$ cat config.mk
export PLATFORM = sky130hd
export DESIGN_NAME = boundary_scan_tap
export DESIGN_NICKNAME = d
export VERILOG_FILES = /design/src/verilog/tap_pkg.sv /design/src/verilog/boundary_scan_tap.sv /design/src/verilog/scan_cells.sv
export SDC_FILE = /design/constraint.sdc
export NUM_CORES = 1
export LEC_CHECK = 0
export BUFFER_PORTS_ARGS = -buffer_cell sky130_fd_sc_hd__buf_2
export CORE_ASPECT_RATIO = 0.8
export CORE_MARGIN = 5
export CORE_UTILIZATION = 55
export DETAILED_ROUTE_END_ITERATION = 8
export GPL_TIMING_DRIVEN = 0
export PLACE_DENSITY = 0.83
export SKIP_CTS_REPAIR_TIMING = 1
export SYNTH_ARGS = -nofsm -noshare
export SYNTH_HDL_FRONTEND = slang
export SYNTH_SLANG_ARGS = --single-unit
$ cat constraint.sdc
create_clock -name i_clk_sys -period 9.1 [get_ports i_clk_sys]
set_input_delay 1.82 -clock i_clk_sys [delete_from_list [all_inputs] [get_ports i_clk_sys]]
set_output_delay 1.82 -clock i_clk_sys [all_outputs]
set_load 0.05 [all_outputs]
$ cat src/verilog/tap_pkg.sv
// constants and types for the boundary-scan test access port
package tap_pkg;
    // instruction register
    localparam int IR_LEN = 4;
    localparam logic [IR_LEN-1:0] IR_EXTEST = 4'h0;
    localparam logic [IR_LEN-1:0] IR_SAMPLE = 4'h1;
    localparam logic [IR_LEN-1:0] IR_IDCODE = 4'h2;
    localparam logic [IR_LEN-1:0] IR_CLAMP = 4'h3;
    localparam logic [IR_LEN-1:0] IR_BYPASS = 4'hf;
    // fixed capture pattern of the instruction register, low bits 01
    localparam logic [IR_LEN-1:0] IR_CAPTURE = 4'h1;
    // instruction loaded on entry to test-logic-reset
    localparam logic [IR_LEN-1:0] IR_RESET = IR_IDCODE;

    // identification register layout, values arbitrary
    localparam int ID_LEN = 32;
    localparam logic [3:0] ID_VERSION = 4'h1;
    localparam logic [15:0] ID_PART = 16'h0a5c;
    localparam logic [10:0] ID_MAKER = 11'h02a;
    localparam logic [ID_LEN-1:0] ID_VALUE = {ID_VERSION, ID_PART, ID_MAKER, 1'b1};

    // bypass register captures zero
    localparam logic BYPASS_CAPTURE = 1'b0;

    // boundary-scan cells per direction
    localparam int NUM_IO = 4;
    localparam int BSR_LEN = 2 * NUM_IO;

    typedef enum logic [3:0] {
        TEST_LOGIC_RESET, RUN_TEST_IDLE,
        SELECT_DR, CAPTURE_DR, SHIFT_DR, EXIT1_DR, PAUSE_DR, EXIT2_DR, UPDATE_DR,
        SELECT_IR, CAPTURE_IR, SHIFT_IR, EXIT1_IR, PAUSE_IR, EXIT2_IR, UPDATE_IR
    } tap_state_type;
endpackage : tap_pkg
$ cat src/verilog/boundary_scan_tap.sv
// boundary-scan tap controller, instruction, bypass and identification registers
//
// Operation
// - Bypass routes test input to test output through one single-bit register.
// - External test lets the boundary cells drive the pins and observe them.
// - Sample captures the pin inputs into the boundary register without disturbing function.
// - Sample also lets data be shifted in and held in the cells' update stages.
// - Clamp selects the bypass register while boundary cells drive the pins as in external test.
// - The identification instruction puts maker, part and version on the scan path.
// - Entering test-logic-reset loads the identification instruction.
// - Test reset low forces test-logic-reset at once, with no test clock edge.
// - The identification register is 32 bits of maker, part and version fields.
// - With identification selected, that register sits between test input and output.
// - Capture-data-register loads the fixed code, which shift states then move out.
// - Bit 31 is nearest the test input and bit 0 nearest the output, leaving first.
`timescale 1ns/1ps
module boundary_scan_tap
    import tap_pkg::*;
(
    input wire logic i_clk_sys,
    input wire logic i_rst,
    input wire logic i_tck,
    input wire logic i_tms,
    input wire logic i_tdi,
    input wire logic i_trst_n,
    input wire logic [NUM_IO-1:0] i_pin_in,
    input wire logic [NUM_IO-1:0] i_core_out,
    output logic o_tdo,
    output logic o_tdo_oe,
    output logic [NUM_IO-1:0] o_core_in,
    output logic [NUM_IO-1:0] o_pin_out
);
    // test reset acts without any clock, alongside the system reset
    logic tap_arst;
    assign tap_arst = i_rst | ~i_trst_n;

    // pin inputs pass two flops; a third tck flop feeds the edge finder
    logic [1:0] tck_sync_r;
    logic [1:0] tms_sync_r;
    logic [1:0] tdi_sync_r;
    logic tck_last_r;
    // pin inputs for capture also pass two flops; the functional path stays direct
    logic [NUM_IO-1:0] pin_meta_r;
    logic [NUM_IO-1:0] pin_s_r;
    always_ff @(posedge i_clk_sys or posedge i_rst)
    begin
        if (i_rst)
        begin
            tck_sync_r <= '0;
            tms_sync_r <= '0;
            tdi_sync_r <= '0;
            tck_last_r <= 1'b0;
            pin_meta_r <= '0;
            pin_s_r <= '0;
        end
        else
        begin
            tck_sync_r <= {tck_sync_r[0], i_tck};
            tms_sync_r <= {tms_sync_r[0], i_tms};
            tdi_sync_r <= {tdi_sync_r[0], i_tdi};
            tck_last_r <= tck_sync_r[1];
            pin_meta_r <= i_pin_in;
            pin_s_r <= pin_meta_r;
        end
    end

    logic tck_rise;
    logic tck_fall;
    logic tms_s;
    logic tdi_s;
    assign tck_rise = tck_sync_r[1] & ~tck_last_r;
    assign tck_fall = ~tck_sync_r[1] & tck_last_r;
    assign tms_s = tms_sync_r[1];
    assign tdi_s = tdi_sync_r[1];

    // standard sixteen-state walk on mode select
    function automatic tap_state_type tap_next(input tap_state_type s, input logic m);
        tap_state_type n;
        n = s;
        unique case (s)
            TEST_LOGIC_RESET: n = m ? TEST_LOGIC_RESET : RUN_TEST_IDLE;
            RUN_TEST_IDLE: n = m ? SELECT_DR : RUN_TEST_IDLE;
            SELECT_DR: n = m ? SELECT_IR : CAPTURE_DR;
            CAPTURE_DR: n = m ? EXIT1_DR : SHIFT_DR;
            SHIFT_DR: n = m ? EXIT1_DR : SHIFT_DR;
            EXIT1_DR: n = m ? UPDATE_DR : PAUSE_DR;
            PAUSE_DR: n = m ? EXIT2_DR : PAUSE_DR;
            EXIT2_DR: n = m ? UPDATE_DR : SHIFT_DR;
            UPDATE_DR: n = m ? SELECT_DR : RUN_TEST_IDLE;
            SELECT_IR: n = m ? TEST_LOGIC_RESET : CAPTURE_IR;
            CAPTURE_IR: n = m ? EXIT1_IR : SHIFT_IR;
            SHIFT_IR: n = m ? EXIT1_IR : SHIFT_IR;
            EXIT1_IR: n = m ? UPDATE_IR : PAUSE_IR;
            PAUSE_IR: n = m ? EXIT2_IR : PAUSE_IR;
            EXIT2_IR: n = m ? UPDATE_IR : SHIFT_IR;
            UPDATE_IR: n = m ? SELECT_DR : RUN_TEST_IDLE;
        endcase
        return n;
    endfunction : tap_next

    tap_state_type state_r;
    always_ff @(posedge i_clk_sys or posedge tap_arst)
    begin
        if (tap_arst)
            state_r <= TEST_LOGIC_RESET;
        else if (tck_rise)
            state_r <= tap_next(state_r, tms_s);
    end

    // instruction shift stage and active instruction
    logic [IR_LEN-1:0] ir_shift_r;
    logic [IR_LEN-1:0] ir_r;
    always_ff @(posedge i_clk_sys or posedge tap_arst)
    begin
        if (tap_arst)
            ir_shift_r <= IR_CAPTURE;
        else if (tck_rise && state_r == CAPTURE_IR)
            ir_shift_r <= IR_CAPTURE;
        else if (tck_rise && state_r == SHIFT_IR)
            ir_shift_r <= {tdi_s, ir_shift_r[IR_LEN-1:1]};
    end

    // update on the falling edge so the new instruction is stable for the next rise
    always_ff @(posedge i_clk_sys or posedge tap_arst)
    begin
        if (tap_arst)
            ir_r <= IR_RESET;
        else if (state_r == TEST_LOGIC_RESET)
            ir_r <= IR_RESET;
        else if (tck_fall && state_r == UPDATE_IR)
            ir_r <= ir_shift_r;
    end

    // data register selection; unknown codes fall back to bypass
    logic sel_bsr;
    logic sel_id;
    logic pins_from_bsr;
    assign sel_bsr = (ir_r == IR_EXTEST) || (ir_r == IR_SAMPLE);
    assign sel_id = (ir_r == IR_IDCODE);
    assign pins_from_bsr = (ir_r == IR_EXTEST) || (ir_r == IR_CLAMP);

    logic cap_dr;
    logic sh_dr;
    assign cap_dr = tck_rise && state_r == CAPTURE_DR;
    assign sh_dr = tck_rise && state_r == SHIFT_DR;

    // single-bit bypass path
    logic bypass_r;
    always_ff @(posedge i_clk_sys or posedge tap_arst)
    begin
        if (tap_arst)
            bypass_r <= BYPASS_CAPTURE;
        else if (cap_dr && !sel_bsr && !sel_id)
            bypass_r <= BYPASS_CAPTURE;
        else if (sh_dr && !sel_bsr && !sel_id)
            bypass_r <= tdi_s;
    end

    // identification register, bit 0 leaves first
    logic [ID_LEN-1:0] id_r;
    always_ff @(posedge i_clk_sys or posedge tap_arst)
    begin
        if (tap_arst)
            id_r <= ID_VALUE;
        else if (cap_dr && sel_id)
            id_r <= ID_VALUE;
        else if (sh_dr && sel_id)
            id_r <= {tdi_s, id_r[ID_LEN-1:1]};
    end

    // boundary cells: low half sees pin inputs, high half sees core outputs
    logic bsr_so;
    logic [BSR_LEN-1:0] bsr_upd;
    scan_cells u_cells (
        .i_clk_sys(i_clk_sys),
        .i_rst(tap_arst),
        .i_capture(cap_dr && sel_bsr),
        .i_shift(sh_dr && sel_bsr),
        .i_update(tck_fall && state_r == UPDATE_DR && sel_bsr),
        .i_si(tdi_s),
        .i_par({i_core_out, pin_s_r}),
        .o_so(bsr_so),
        .o_upd(bsr_upd)
    );

    // pins follow the held stage only in extest and clamp, so sample never disturbs
    assign o_pin_out = pins_from_bsr ? bsr_upd[BSR_LEN-1:NUM_IO] : i_core_out;
    assign o_core_in = (ir_r == IR_EXTEST) ? bsr_upd[NUM_IO-1:0] : i_pin_in;

    logic dr_so;
    assign dr_so = sel_bsr ? bsr_so : (sel_id ? id_r[0] : bypass_r);

    // test output changes on the falling edge, driven only while shifting
    always_ff @(posedge i_clk_sys or posedge tap_arst)
    begin
        if (tap_arst)
        begin
            o_tdo <= 1'b0;
            o_tdo_oe <= 1'b0;
        end
        else if (tck_fall)
        begin
            o_tdo <= (state_r == SHIFT_IR) ? ir_shift_r[0] : dr_so;
            o_tdo_oe <= (state_r == SHIFT_IR) || (state_r == SHIFT_DR);
        end
    end
endmodule : boundary_scan_tap

$ cat src/verilog/scan_cells.sv
// boundary-scan register: capture/shift stage plus held update stage
`timescale 1ns/1ps
module scan_cells
    import tap_pkg::*;
(
    input wire logic i_clk_sys,
    input wire logic i_rst,
    input wire logic i_capture,
    input wire logic i_shift,
    input wire logic i_update,
    input wire logic i_si,
    input wire logic [BSR_LEN-1:0] i_par,
    output logic o_so,
    output logic [BSR_LEN-1:0] o_upd
);
    logic [BSR_LEN-1:0] shift_r;
    logic [BSR_LEN-1:0] upd_r;

    // capture parallel values or shift toward the low end
    always_ff @(posedge i_clk_sys or posedge i_rst)
    begin
        if (i_rst)
            shift_r <= '0;
        else if (i_capture)
            shift_r <= i_par;
        else if (i_shift)
            shift_r <= {i_si, shift_r[BSR_LEN-1:1]};
    end

    // held output stage keeps preloaded data until the next update
    always_ff @(posedge i_clk_sys or posedge i_rst)
    begin
        if (i_rst)
            upd_r <= '0;
        else if (i_update)
            upd_r <= shift_r;
    end

    assign o_so = shift_r[0];
    assign o_upd = upd_r;
endmodule : scan_cells

==> flow_metrics.tcl <==
set metrics [dict create \
    holdWs_ns 0.350 \
    synthTopCellsByArea "dfrtp_1, dfstp_2, nand2_1" \
    drt_pass1_iterations 4 \
    crit_arrival_ns 2.40 \
    ff2ff_setup_slack_ns 7.26 \
    synth.cell_area_mm2 0.00343 \
    fp.dieW_um 98.3 \
    numPortBuffers 23 \
    cts-buffers-inserted 9 \
    fill_cells 448 \
    cts_tree "built" \
    synth_edf_count 0 \
    drv_cap 0 \
    hold_violations 0 \
    crit_top_cell "buf_2" \
    status "finished, final reports clean" \
    drc 0 \
    finalSetupTns_ns 0 \
    viasPerCell 5.48 \
    fin_skew_ns 0.00851 \
    critPathKind "primary input to output pin" \
    grt-ovfl-total 0 \
    syn_inst 333 \
    cts.sinks 78 \
    crit_fanout 2 \
    synthTopCellsByCount "nand2_1, dfrtp_1, o21ai_1" \
    insertion_delay_ns 0.35 \
    clock-root-buffer "clkbuf_8" \
    post-place-ws_ns 4.88 \
    finalNetCount 382 \
    area_growth_syn_to_layout_pct 13.2 \
    ys_ff_latch 78 \
    setup_slack_ns 4.88 \
    wl_per_cell_um 14.2 \
    rr_startpoint "state_r[1]" \
    clkTransAtPathRegs_ns 0.08 \
    post-route-min-period_ns 4.22 \
    die-area_mm2 0.00793 \
    rows 25 \
    end_kind "output pin" \
    yosysWarningCount 0 \
    drtIter0Drc 103 \
    ioPinCount 24 \
    setup.worst_path.start "i_core_out[3]" \
    clk_path_buf_depth 2 \
    rsz0062_at_grt "false" \
    hpwl_mm 4.52 \
    synth.largest_area_cell "dfrtp_1" \
    hp-start "tms_sync_r[0]" \
    power_density_mw_per_mm2 235 \
    placedCellCount 438 \
    grt_pass1_wl_mm 11.1 \
    timing.final.crit_share_pct 46.4 \
    synth_most_common_cell "nand2_1" \
    fmax_mhz 237 \
    avgSynthCellArea_um2 10.3 \
    drive_gt1_share_pct 25.5 \
    initial_utilization_pct 57.5 \
    synth-main-ff-cell "dfrtp_1" \
    instances_no_fill 454 \
    power_mw 0.915 \
    hold_path_class "register to register" \
    synth_cell_types 42 \
    antenna_found_initial 0 \
    drt-total-wl_mm 6.44 \
    gp_congestion 0.889 \
    detail-route-antenna-nets 0 \
    grt_pass1_vias 2349 \
    cp_num_buf_inv 2 \
    chipHeight_um 80.7 \
    max_slew.worst_pin.slew_ns 0.875 \
    synth_top_area_share_pct 47.4 \
    cp-start-kind "primary input" \
    diodes 0 \
    ys_async_sr_fraction_pct 100 \
    core_mm2 0.00597 \
    relSlewSlack_pct 41.5 \
    cp_slowest_cell "mux2_2" \
    ys_seq_area_share_pct 57.3 \
    drv_slew 0 \
    crit_family "buffers and inverters" \
    crit_chain "buf_2 > mux2_2 > buf_2" \
    worst_ir_drop_vdd_mv 0.147 \
    grt_start_max_net_pins 35 \
    finalSetupViolCount 0 \
    required_ns 7.28 \
    grt_usage_pct 17.8 \
    synth_nets 347 \
    via_count 2486 \
    leakagePower_nw 1.64 \
    slowest_delay_ns 0.26 \
    htree_num_levels 3 \
]
layout by cell type, fill, tap and decap left out, drive strengths merged, types with 2 or more instances in the layout:
cell | Yosys | final
dfrtp | 65 | 65
nor2b | 6 | 6
o211ai | 4 | 4
mux2i | 9 | 9
a31oi | 2 | 2
a21oi | 8 | 8
nand3 | 3 | 3
nor3 | 2 | 2
nor3b | 3 | 3
o21ai | 55 | 55
nand2 | 82 | 82
xnor2 | 2 | 2
or3b | 2 | 2
mux2 | 16 | 16
a211oi | 4 | 4
inv | 3 | 4
nor2 | 17 | 17
clkbuf | 5 | 15
clkinvlp | 0 | 3
or3 | 2 | 2
buf | 16 | 40
dfstp | 13 | 13
worst paths after layout:
kind,to,depth (start not counted)
min in group asynchronous,tms_sync_r[1],2
min reg2reg,tms_sync_r[1],0
max,o_pin_out[3],3
min,tms_sync_r[1],0
max in group asynchronous,id_r[14],3
max reg2reg,u_cells.o_upd[1],4
layout make-up:
type	count	area [µm²]	area share, %
inverter	3	11.3	0.290
clock buffer	10	138	3.54
buffer	21	115	2.96
timing repair buffer	24	135	3.48
clock inverter	6	70.1	1.80
multi-input combinational	231	1350	34.7
sequential	78	1970	50.7
tap	81	101	2.61
layer usage:
metal	track usage [%]	share of wire, %	vias to the layer above
met4	4.91	1.1	0
met3	6.08	4.2	9
li1	-	-	1210
met2	27.3	49	46
met5	0	0	-
met1	24.1	46	1221
flip-flops by register name, summed over array words and instances (netlist names):
name,cells
tck_last_r,1
tms_sync_r,2
ir_shift_r,4
o_tdo_oe,1
state_r,4
pin_meta_r,4
ir_r,4
o_tdo,1
tdi_sync_r,2
u_cells.shift_r,8
id_r,32
bypass_r,1
pin_s_r,4
tck_sync_r,2
u_cells.o_upd,8
metrics by stage:
step           cell area (µm²)  util (%)
3_5_place_dp              3680      61.5
3_3_place_gp              3650      61.1
6_report                  3880      65.0
2_1_floorplan             3430         -
4_1_cts                   3880      65.0
5_1_grt                   3880      65.0
kinds of logic (layout without fill, tap and decap cells):
kind of cell              after synthesis  in the layout  share of synthesized area [%]
DFF                                    78             78                           57.3
buffers and inverters                  24             64                           3.68
muxes                                  25             25                           7.87
and+or+nand+nor                       123            123                           16.7
xor gates and xnor gates                2              2                          0.510
AOI/OAI and AO/OA                      81             81                           13.9
power breakdown:
part / switching [mW] / internal, mW
Combinational: 0.143 / 0.0779
Clock: 0.126 / 0.135
Sequential: 0.0305 / 0.402
Power figures use the tool's default switching activity.
